`src/rtl/itsio_pkg.sv`:
```
// Purpose: constants and carriers for the illumination, trigger and sensor pin block
// Assumes: 40 MHz reference clock
// Notes: shared by the single design module
package itsio_pkg;
  localparam int unsigned CLK_HZ          = 40_000_000;
  localparam int unsigned RELEASE_MS      = 100;
  localparam int unsigned RELEASE_CYC     = CLK_HZ / 1000 * RELEASE_MS;
  localparam int unsigned INIT_CYC        = 64;
  localparam int unsigned PWM_W           = 8;
  localparam int unsigned ADC_W           = 8;
  localparam int unsigned SEQ_MAX         = 16;
  localparam logic [1:0]  COLOUR_NONE     = 2'h0;
  localparam logic [1:0]  COLOUR_RED      = 2'h1;
  localparam logic [1:0]  COLOUR_GREEN    = 2'h2;
  localparam logic [1:0]  COLOUR_BLUE     = 2'h3;
  localparam logic [2:0]  SEL_FORCED      = 3'h0;

  typedef enum logic [1:0] {ITSIO_INIT, ITSIO_IDLE, ITSIO_EXPOSE} itsio_state_e;
  typedef enum logic [1:0] {ITSIO_PIN_GPIO, ITSIO_PIN_ALT, ITSIO_PIN_ALT2} itsio_pinmode_e;

  // one gpio pin as two signals
  typedef struct packed {
    logic dout;
    logic oe;
  } itsio_pin_s;

  // sensor pin functions driven out
  typedef struct packed {
    logic ls_power;
    logic ramp_charge;
    logic calib;
    logic therm_power;
    logic sample_hold;
  } itsio_sensor_s;
endpackage : itsio_pkg

```
`src/rtl/itsio_top.sv`:
```
// Purpose: illumination colour sequencing, pattern triggers, interlock and sensor pin functions
// Assumes: single 40 MHz clock, asynchronous active-high reset plus a pin-level power-on reset
// Notes: gpio pin functions are chosen by plain mode ports
`timescale 1ns/10ps
`default_nettype none
module itsio_top
  import itsio_pkg::*;
#(
  parameter int unsigned RELEASE_COUNT = RELEASE_CYC,
  parameter int unsigned SEQ_LEN_W     = 4
)
(
  input  wire logic                 REF_CLK,
  input  wire logic                 SYS_RST,
  input  wire logic                 POWER_ON_RESET_N,
  input  wire logic                 PATTERN_ADVANCE_IN,
  input  wire logic                 COMPARATOR_RESULT_IN,
  input  wire logic [SEQ_LEN_W-1:0] SEQ_LENGTH,
  input  wire logic [2*SEQ_MAX-1:0] SEQ_COLOURS,
  input  wire logic [15:0]          EXPOSE_CYCLES,
  input  wire logic                 GPIO07_INTERLOCK_MODE,
  input  wire logic                 GPIO07_SAMPLE_MODE,
  input  wire logic                 SENSOR_ENABLE,
  input  wire logic                 THERM_ENABLE,
  input  wire logic                 KEYPAD_ENABLE,
  input  wire logic [2:0]           GPIO_KEY_IN,
  input  wire logic                 GPIO07_IN,
  output logic [1:0]                ILLUM_COLOUR_CODE,
  output logic                      ILLUM_DRIVER_ON,
  output logic                      EXPOSURE_ACTIVE_OUT,
  output logic                      SEQUENCE_FIRST_OUT,
  output logic                      COMPARATOR_REF_PWM_OUT,
  output logic [ADC_W-1:0]          ADC_RESULT,
  output logic                      ADC_DONE,
  output logic                      INIT_DONE,
  output logic [2:0]                KEYPAD_STATE,
  output logic [4:0]                SENSOR_PINS_DOUT,
  output logic [4:0]                SENSOR_PINS_OE,
  output logic [2:0]                KEY_PINS_DOUT,
  output logic [2:0]                KEY_PINS_OE,
  output logic                      GPIO07_DOUT,
  output logic                      GPIO07_OE
);

  typedef struct packed {
    logic [1:0]           por_sync;
    logic [1:0]           adv_sync;
    logic [1:0]           ilk_sync;
    logic [1:0]           cmp_sync;
    logic [2:0]           key_sync1;
    logic [2:0]           key_sync2;
    logic                 adv_prev;
    logic                 ilk_prev;
    logic                 ilk_ok;
    logic [22:0]          ilk_cnt;
    logic [7:0]           init_cnt;
    itsio_state_e         state;
    logic [SEQ_LEN_W-1:0] pat_idx;
    logic [15:0]          exp_cnt;
    logic [PWM_W-1:0]     pwm_cnt;
    logic [ADC_W-1:0]     sar_trial;
    logic [ADC_W-1:0]     sar_mask;
    logic [ADC_W-1:0]     adc_result;
    logic                 adc_done;
    logic [1:0]           colour;
    logic                 drv_on;
    logic                 expose_out;
    logic                 first_out;
    logic                 pwm_out;
    logic                 init_done;
    logic [2:0]           keys;
    logic                 adc_run;
  } itsio_st_s;

  itsio_st_s st_reg;
  itsio_st_s st_next;

  // colour code of one sequence slot
  function automatic logic [1:0] slot_colour(input logic [2*SEQ_MAX-1:0] tbl, input logic [SEQ_LEN_W-1:0] idx);
    slot_colour = tbl[2*idx +: 2];
  endfunction : slot_colour

  logic adv_rise;
  logic ilk_low;
  logic ilk_mode;
  logic forced_off;

  // interlock and advance decode
  always_comb
  begin
    adv_rise   = st_reg.adv_sync[1] && !st_reg.adv_prev;
    ilk_mode   = GPIO07_INTERLOCK_MODE && !GPIO07_SAMPLE_MODE;
    ilk_low    = ilk_mode && !st_reg.ilk_sync[1];
    forced_off = ilk_mode && !st_reg.ilk_ok;
  end

  // next-state logic for the whole block except the sensor pin registers
  always_comb
  begin
    st_next           = st_reg;
    st_next.por_sync  = {st_reg.por_sync[0], POWER_ON_RESET_N};
    st_next.adv_sync  = {st_reg.adv_sync[0], PATTERN_ADVANCE_IN};
    st_next.ilk_sync  = {st_reg.ilk_sync[0], GPIO07_IN};
    st_next.cmp_sync  = {st_reg.cmp_sync[0], COMPARATOR_RESULT_IN};
    st_next.key_sync1 = GPIO_KEY_IN;
    st_next.key_sync2 = st_reg.key_sync1;
    st_next.adv_prev  = st_reg.adv_sync[1];
    st_next.ilk_prev  = st_reg.ilk_sync[1];
    st_next.adc_done  = 1'b0;
    // interlock release timer, restarts on every low level
    if (!ilk_mode)
    begin
      st_next.ilk_ok  = 1'b1;
      st_next.ilk_cnt = '0;
    end
    else if (ilk_low)
    begin
      st_next.ilk_ok  = 1'b0;
      st_next.ilk_cnt = '0;
    end
    else if (!st_reg.ilk_ok)
    begin
      if (st_reg.ilk_cnt >= 23'(RELEASE_COUNT - 1))
        st_next.ilk_ok = 1'b1;
      else
        st_next.ilk_cnt = st_reg.ilk_cnt + 23'h1;
    end
    // keypad inputs sampled only in keypad mode
    st_next.keys = KEYPAD_ENABLE ? st_reg.key_sync2 : 3'h0;
    // pwm reference and successive approximation
    st_next.pwm_cnt = st_reg.pwm_cnt + 8'h1;
    st_next.pwm_out = SENSOR_ENABLE && (st_reg.pwm_cnt < st_reg.sar_trial);
    if (!SENSOR_ENABLE)
    begin
      st_next.adc_run   = 1'b0;
      st_next.sar_trial = '0;
    end
    else if (!st_reg.adc_run)
    begin
      // restart the reference period so the first trial sees a whole pulse
      st_next.pwm_cnt   = '0;
      st_next.adc_run   = 1'b1;
      st_next.sar_mask  = 8'h80;
      st_next.sar_trial = 8'h80;
    end
    else if (st_reg.pwm_cnt == 8'hff)
    begin
      // comparator high means sensor at or above the reference: keep the bit
      logic [ADC_W-1:0] keep;
      keep = st_reg.cmp_sync[1] ? st_reg.sar_trial : (st_reg.sar_trial & ~st_reg.sar_mask);
      if (st_reg.sar_mask == 8'h01)
      begin
        st_next.adc_result = keep;
        st_next.adc_done   = 1'b1;
        st_next.adc_run    = 1'b0;
      end
      else
      begin
        st_next.sar_mask  = st_reg.sar_mask >> 1;
        st_next.sar_trial = keep | (st_reg.sar_mask >> 1);
      end
    end
    // pattern sequencer
    case (st_reg.state)
      ITSIO_INIT:
      begin
        st_next.colour = COLOUR_NONE;
        if (st_reg.por_sync[1])
        begin
          if (st_reg.init_cnt == 8'(INIT_CYC - 1))
          begin
            st_next.state     = ITSIO_IDLE;
            st_next.init_done = 1'b1;
          end
          else
            st_next.init_cnt = st_reg.init_cnt + 8'h1;
        end
      end
      ITSIO_IDLE:
      begin
        st_next.colour     = COLOUR_NONE;
        st_next.expose_out = 1'b0;
        if (adv_rise)
        begin
          st_next.state      = ITSIO_EXPOSE;
          st_next.exp_cnt    = '0;
          st_next.expose_out = 1'b1;
          st_next.first_out  = (st_reg.pat_idx == '0);
          st_next.colour     = slot_colour(SEQ_COLOURS, st_reg.pat_idx);
        end
      end
      ITSIO_EXPOSE:
      begin
        st_next.colour = slot_colour(SEQ_COLOURS, st_reg.pat_idx);
        if (st_reg.exp_cnt >= EXPOSE_CYCLES)
        begin
          st_next.state      = ITSIO_IDLE;
          st_next.expose_out = 1'b0;
          st_next.first_out  = 1'b0;
          st_next.colour     = COLOUR_NONE;
          st_next.pat_idx    = (st_reg.pat_idx >= SEQ_LENGTH) ? '0 : st_reg.pat_idx + 1'b1;
        end
        else
          st_next.exp_cnt = st_reg.exp_cnt + 16'h1;
      end
      default:
        st_next.state = ITSIO_INIT;
    endcase
    // interlock forces colour code and driver off, otherwise sequence controls them
    if (forced_off || ilk_low)
      st_next.colour = SEL_FORCED[1:0];
    st_next.drv_on = !(forced_off || ilk_low) && (st_next.colour != COLOUR_NONE);
    // pin-level reset restarts initialisation
    if (!st_reg.por_sync[1])
    begin
      st_next.state      = ITSIO_INIT;
      st_next.init_cnt   = '0;
      st_next.init_done  = 1'b0;
      st_next.colour     = COLOUR_NONE;
      st_next.drv_on     = 1'b0;
      st_next.expose_out = 1'b0;
      st_next.first_out  = 1'b0;
      st_next.pat_idx    = '0;
    end
  end

  // state register
  always_ff @(posedge REF_CLK or posedge SYS_RST)
  begin
    if (SYS_RST)
      st_reg <= '0;
    else
      st_reg <= st_next;
  end

  // sensor pin functions: unused pins drive zero as outputs
  itsio_sensor_s sens_q;
  logic          ilk_pin_q;
  logic          sh_q;
  always_ff @(posedge REF_CLK or posedge SYS_RST)
  begin
    if (SYS_RST)
    begin
      sens_q    <= '0;
      ilk_pin_q <= 1'b0;
      sh_q      <= 1'b0;
    end
    else
    begin
      sens_q.ls_power    <= SENSOR_ENABLE;
      sens_q.ramp_charge <= SENSOR_ENABLE && st_reg.pwm_out;
      sens_q.calib       <= SENSOR_ENABLE && !st_reg.adc_run;
      sens_q.therm_power <= THERM_ENABLE;
      sens_q.sample_hold <= GPIO07_SAMPLE_MODE && st_reg.adc_run;
      ilk_pin_q          <= GPIO07_INTERLOCK_MODE && !GPIO07_SAMPLE_MODE;
      sh_q               <= GPIO07_SAMPLE_MODE;
    end
  end

  // output assignments, from flip-flops or constants, except KEY_PINS_OE, which follows KEYPAD_ENABLE directly
  assign ILLUM_COLOUR_CODE      = st_reg.colour;
  assign ILLUM_DRIVER_ON        = st_reg.drv_on;
  assign EXPOSURE_ACTIVE_OUT    = st_reg.expose_out;
  assign SEQUENCE_FIRST_OUT     = st_reg.first_out;
  assign COMPARATOR_REF_PWM_OUT = st_reg.pwm_out;
  assign ADC_RESULT             = st_reg.adc_result;
  assign ADC_DONE               = st_reg.adc_done;
  assign INIT_DONE              = st_reg.init_done;
  assign KEYPAD_STATE           = st_reg.keys;
  assign SENSOR_PINS_DOUT       = {sens_q.ls_power, sens_q.ramp_charge, sens_q.calib, sens_q.therm_power, 1'b0};
  assign SENSOR_PINS_OE         = 5'h1f;
  assign KEY_PINS_DOUT          = 3'h0;
  assign KEY_PINS_OE            = {3{!st_reg.keys[0] && 1'b0}} | {3{~KEYPAD_ENABLE}};
  assign GPIO07_DOUT            = sens_q.sample_hold;
  assign GPIO07_OE              = !ilk_pin_q;

  // checks
  a_reset_colour_low: assert property (@(posedge REF_CLK) disable iff (SYS_RST)
    !st_reg.por_sync[1] |=> ILLUM_COLOUR_CODE == COLOUR_NONE) else $error("colour not low in reset");
  a_init_colour_low: assert property (@(posedge REF_CLK) disable iff (SYS_RST)
    !INIT_DONE |-> ILLUM_COLOUR_CODE == COLOUR_NONE) else $error("colour before init done");
  a_interlock_forces: assert property (@(posedge REF_CLK) disable iff (SYS_RST)
    ilk_low |=> !ILLUM_DRIVER_ON && ILLUM_COLOUR_CODE == 2'h0) else $error("interlock not forcing off");
  a_release_waits: assert property (@(posedge REF_CLK) disable iff (SYS_RST)
    $rose(st_reg.ilk_sync[1]) && ilk_mode |=> !st_reg.ilk_ok) else $error("interlock released early");
  a_restart_delay: assert property (@(posedge REF_CLK) disable iff (SYS_RST)
    ilk_low |=> st_reg.ilk_cnt == '0) else $error("release timer not restarted");
  a_advance_exposes: assert property (@(posedge REF_CLK) disable iff (SYS_RST)
    adv_rise && st_reg.state == ITSIO_IDLE && st_reg.por_sync[1] |=> EXPOSURE_ACTIVE_OUT) else $error("no exposure");
  a_expose_state: assert property (@(posedge REF_CLK) disable iff (SYS_RST)
    EXPOSURE_ACTIVE_OUT |-> st_reg.state == ITSIO_EXPOSE) else $error("exposure flag outside exposure");
  a_first_marks: assert property (@(posedge REF_CLK) disable iff (SYS_RST)
    SEQUENCE_FIRST_OUT |-> EXPOSURE_ACTIVE_OUT && st_reg.pat_idx == '0) else $error("first flag wrong");
  a_colour_sequence: assert property (@(posedge REF_CLK) disable iff (SYS_RST)
    st_reg.state == ITSIO_EXPOSE && !forced_off && !ilk_low && st_reg.por_sync[1] && st_reg.exp_cnt < EXPOSE_CYCLES
    |=> ILLUM_COLOUR_CODE == slot_colour(SEQ_COLOURS, $past(st_reg.pat_idx))) else $error("colour off sequence");
  c_exposure: cover property (@(posedge REF_CLK) disable iff (SYS_RST) $rose(EXPOSURE_ACTIVE_OUT));
  c_first: cover property (@(posedge REF_CLK) disable iff (SYS_RST) $rose(SEQUENCE_FIRST_OUT));
  c_release: cover property (@(posedge REF_CLK) disable iff (SYS_RST) ilk_mode && $rose(st_reg.ilk_ok));
  c_adc_done: cover property (@(posedge REF_CLK) disable iff (SYS_RST) ADC_DONE);
endmodule : itsio_top
`default_nettype wire

```
`config.mk`:
```
export PLATFORM = sky130hd
export DESIGN_NAME = itsio_top
export DESIGN_NICKNAME = d
export VERILOG_FILES = /design/src/rtl/itsio_pkg.sv /design/src/rtl/itsio_top.sv
export SDC_FILE = /design/constraint.sdc
export NUM_CORES = 1
export LEC_CHECK = 0
export BUFFER_PORTS_ARGS = -buffer_cell sky130_fd_sc_hd__buf_4
export CORE_ASPECT_RATIO = 0.8
export CORE_MARGIN = 2
export CORE_UTILIZATION = 40
export CTS_BUF_LIST = sky130_fd_sc_hd__clkbuf_4
export DETAILED_ROUTE_END_ITERATION = 8
export GPL_TIMING_DRIVEN = 0
export SYNTH_ARGS = -nofsm -noshare
export SYNTH_HDL_FRONTEND = slang
export SYNTH_SLANG_ARGS = --single-unit
```
`constraint.sdc`:
```
create_clock -name REF_CLK -period 12.2 [get_ports REF_CLK]
set_clock_uncertainty 0.1 [all_clocks]
set_input_delay 2.44 -clock REF_CLK [delete_from_list [all_inputs] [get_ports REF_CLK]]
set_output_delay 2.44 -clock REF_CLK [all_outputs]
set_load 0.02 [all_outputs]
```
# Word level (Yosys, flattened, before mapping)
# Cells that the tools add are included.
# Widths: inputs -> output; s select.
# word_totals
wordCells,143
ram_bits,0
mem_count,0
ff_bits,119
input_bits,66
latch_bits,0
output_inout_bits,37
mem_bits_ro,0
# classes
reduce_logical,32
addsub,5
n_div,0
n_eq_ne,22
multipliers,0
shifts,1
bitwise,4
magnitude_cmp,4
mux,43
# op_table
cell,count
$mux 24,3
$mux 16,4
$mux 8,6
$pmux 16 s2,1
$shiftx 32x6->2,1
$mux 25,1
$add 23x1->23 const B,1
$ge 23x22->1 const B,1
$mux 23,1
$ne 3x3->1 const B,6
$add 16x1->16 const B,1
$add 8x1->8 const B,2
$ge 16x16->1,1
$mux 14,1
$mux 2,7
$pmux 2 s3,2
$reduce_and 2->1,6
$reduce_and 3->1,4
$mux 1,10
$ne 2x1->1 const B,5
$logic_and 1x1->1,9
$mux 9,1
$and 8x8->8,1
$eq 8x1->1 const B,1
other kinds (24),35

# Depth between registers and ports, before layout
# logic_depth
word_depth,8
ltp_mapped,9
ltp_nobuf,8

# Worst setup path after synthesis
# OpenSTA, ideal clock, no wires.
# synth_timing
path_kind,input to output
start,input KEYPAD_ENABLE
end,output KEY_PINS_OE[1]
required_time_ps,9660
path_stages,2
path_buffers,1
slack_ps,6881
t_arrival_ps,2779
path_cell_list,inv_1 > buf_4
# synth_between
elab_chain_cells,1
# synth_lines
item,line,text
"start, declared",itsio_top.sv:25,"input wire logic KEYPAD_ENABLE,"
$not 1->1,itsio_top.sv:273,assign KEY_PINS_OE = {3{!st_reg.keys[0] && 1'b0}} | {3{~KEYPAD_ENABLE}};
"end, declared",itsio_top.sv:40,"output logic [2:0] KEY_PINS_OE,"
# No other way between the ends.

# Final worst setup path
# Ends and elaborated chain as after synthesis.

==> summary.md <==
| Metric | Value |
|---|---|
| Status | `finished clean` |
| # diodes | `0` |
| Power share of the sequential group | `roughly 52%` |
| Die height | `118 µm` |
| Num rows | `41` |
| P_leak | `3.59 nW` |
| DRT Pass-1 Iters | `5` |
| Yosys top cell area share | `45.8%` |
| Max clock buf depth | `2` |
| Core area | `15,900 µm²` |
| Clock tree root driver cell | `clkbuf_4` |
| Via density | `between 5 and 6` |
| Xor/xnor share of the synthesized area | `4.04%` |
| M2 GR Usage | `27.5%` |
| Simple-Gate Fraction of Synth Area | `19.8%` |
| Main synth FF type | `dfrtp_1` |
| Most frequent cells in the layout | `dfrtp_1, buf_4, nor2_1` |
| Met3 Resource Use GR | `under 10%` |
| Post_cts resized | `0` |
| Vias in the first global route | `between 5k and 6k` |
| Final Wtd Congestion | `0.796` |
| Top cells by area, synth | `dfrtp_1, ha_1, nor2_1` |
| First-pass GRT wire length | `24.5 mm` |
| Crit. End Element | `output pin` |
| Int Pwr | `about 0.6 mW` |
| Tot GR Track Use | `between 10% and 20%` |
| Input/output buffers | `93` |
| # fillers | `1,464` |
| Sequential share of the synthesized area | `between 40 and 50%` |
| FMAX | `185 MHz` |
| RSZ-0062 raised after global routing | `no` |
| Worst-skew pair later-pin latency | `around 0.54 ns` |
| Power per Cell Area | `103 nW/µm²` |
| Hold-fix buffers, CTS | `0` |
| Hold_ws | `0.261 ns` |
| TritonCTS buffer count | `17` |
| Number of max-cap violations | `0` |
| Flops & latches, synth | `between 100 and 150` |
| Clock sink count | `119` |
| Total negative slack | `0 ns` |
| Final HPWL DP | `10.8 mm` |
| Psw | `0.212 mW` |
| Max-slew violation count | `0` |
| Hold Fails Final Rpt | `0` |
| GR peak layer | `met2` |
| Reg clk slew, reported paths | `0.10 ns` |
| Cell count after synthesis | `about 630` |
| Max FO, Critical Path | `4` |
| Synth-to-Final Area Change | `20.3%` |
| Post-synthesis mux area share | `3.24%` |
| Initial DRC count | `308` |
| Top cell type by total area after synthesis | `dfrtp_1` |
| Die ar. | `17,300 µm²` |
| Setup Buffers After CTS | `0` |
| Min-delay worst type | `flop to flop` |
| Synth Area in Compound Gates | `between 10 and 15%` |
| Cell Count, Final, Fillers Out | `981` |
| Final setup viols | `0` |
| Largest family of logic cells by synthesized area | `simple AND/OR/NAND/NOR gates` |
| H-tree levels | `4` |
| Peak supply drop | `between 0.08 and 0.09 mV` |
| Adder-Cell Fraction of Synth Area | `6.35%` |
| Area of the mapped netlist | `6500 µm²` |
| # DRC | `0` |
| Fin nets | `roughly 850` |
| Yosys warns | `0` |
| Placed cell count | `949` |
| Die X | `146 µm` |
| Number of flip-flops in the largest register | `85` |
| Worst setup SP type | `primary input` |
| Critical Path AT | `about 2.9 ns` |
| Final period util | `44.4%` |
| Worst-margin pin slew | `approximately 0.95 ns` |
| Asr flop ratio synth | `100%` |
| Largest net degree at the start of global routing | `69` |
| Comb pwr share | `11.3%` |
| GRT overflow | `0` |
| Crit path required time | `9.66 ns` |
| Final WL | `14.4 mm` |
| I/O pin count | `103` |
| Crit path kind | `primary input to output pin` |
| Clock share of power | `36.6%` |
| Initial Util | `41.0%` |
| Final Critical Period | `5.41 ns` |
| Via count | `5,053` |
| Routed WL per cell | `14.7 µm` |
| Avg Cell Area, Syn | `10.3 µm²` |
| GR Layer Usage met1 | `24.0%` |
| CTS tree | `yes` |
| Worst slew margin | `35.9%` |
| Final antenna-violating net count | `0` |
| Unique masters post-synth | `71` |
| Switching share of power | `a little over a quarter` |
| Commonest non-fill, non-tap cell in the layout | `dfrtp_1` |
| Layout cells sized above 1 | `25.6%` |
| Finished Core Util | `49.3%` |
| Number of synthesized flops with an enable pin | `0` |
| Initial antenna violation count | `0` |
cells in the mapped netlist, drive strengths merged, types with 10 or more instances:
library cell  count
xnor2            16
a22o             14
clkbuf           11
nand3            28
buf              30
dfrtp           119
nor2b            14
o21ai            29
o31ai            12
nand2            49
and2             10
a21oi            21
or3              11
inv              41
ha               33
xor2             14
nand4            14
nor2             58
power groups by stage:
stage | clock (mW) | combinational [mW] | sequential, mW
6_report | 0.295 | 0.0911 | 0.420
5_1_grt | 0.324 | 0.102 | 0.423
4_1_cts | 0.304 | 0.0929 | 0.420
3_5_place_dp | 0 | 0.0924 | 0.428
3_3_place_gp | 0 | 0.0892 | 0.428
2_1_floorplan | 0 | 0.0518 | 0.428
worst paths after layout:
| path | start | to | slack (ns) | cells past startpoint |
|---|---|---|---|---|
| worst min-delay path | st_next[107] | st_reg[107] | 0.26 | 0 |
| worst min register to register | st_next[107] | st_reg[107] | 0.26 | 0 |
| worst max register to register | st_reg[44] | ILLUM_DRIVER_ON | 9.51 | 8 |
| max in group asynchronous | SYS_RST | st_reg[88] | 9.47 | 3 |
| worst max-delay path | KEYPAD_ENABLE | KEY_PINS_OE[1] | 6.79 | 4 |
| min in group asynchronous | SYS_RST | st_reg[49] | 1.84 | 2 |
through the flow:
stage	cell area (µm²)	total power [mW]	setup slack [ns]
floorplan	6520	0.479	6.50
global placement	7490	0.517	5.11
detailed placement	7520	0.520	6.78
CTS	7820	0.817	6.78
global route	7820	0.849	6.75
finish	7820	0.806	6.79
critical path: stages:
cell and delay (ns):
buf_4 0.12, inv_1 0.08, buf_4 0.11, buf_4 0.13
logic make-up after synthesis:
| group | Yosys count |
|---|---|
| XOR/XNOR | 30 |
| other | 2 |
| AND/OR/NAND/NOR | 229 |
| flip-flops | 119 |
| multiplexers | 11 |
| AO/OA/AOI/OAI | 127 |
| buffers and inverters | 82 |
| adder cells (fa/ha/maj) | 33 |
area by class of cell:
class / instances / area, µm² / area share (%)
well taps: 215 / 269 / 3.44
clock inverters: 14 / 158 / 2.02
clock buffers: 18 / 135 / 1.73
inverters: 41 / 159 / 2.03
repair buffers: 94 / 726 / 9.28
plain buffers: 41 / 280 / 3.59
flip-flops and latches: 119 / 2980 / 38.1
multi-input cells: 439 / 3110 / 39.8
routing by layer:
layer	part of all wire, %	routed length [µm]
met4	1.3	190
met5	0	0
met3	5.7	825
met2	46	6580
met1	47	6820
(Power assumes the default switching activity.)
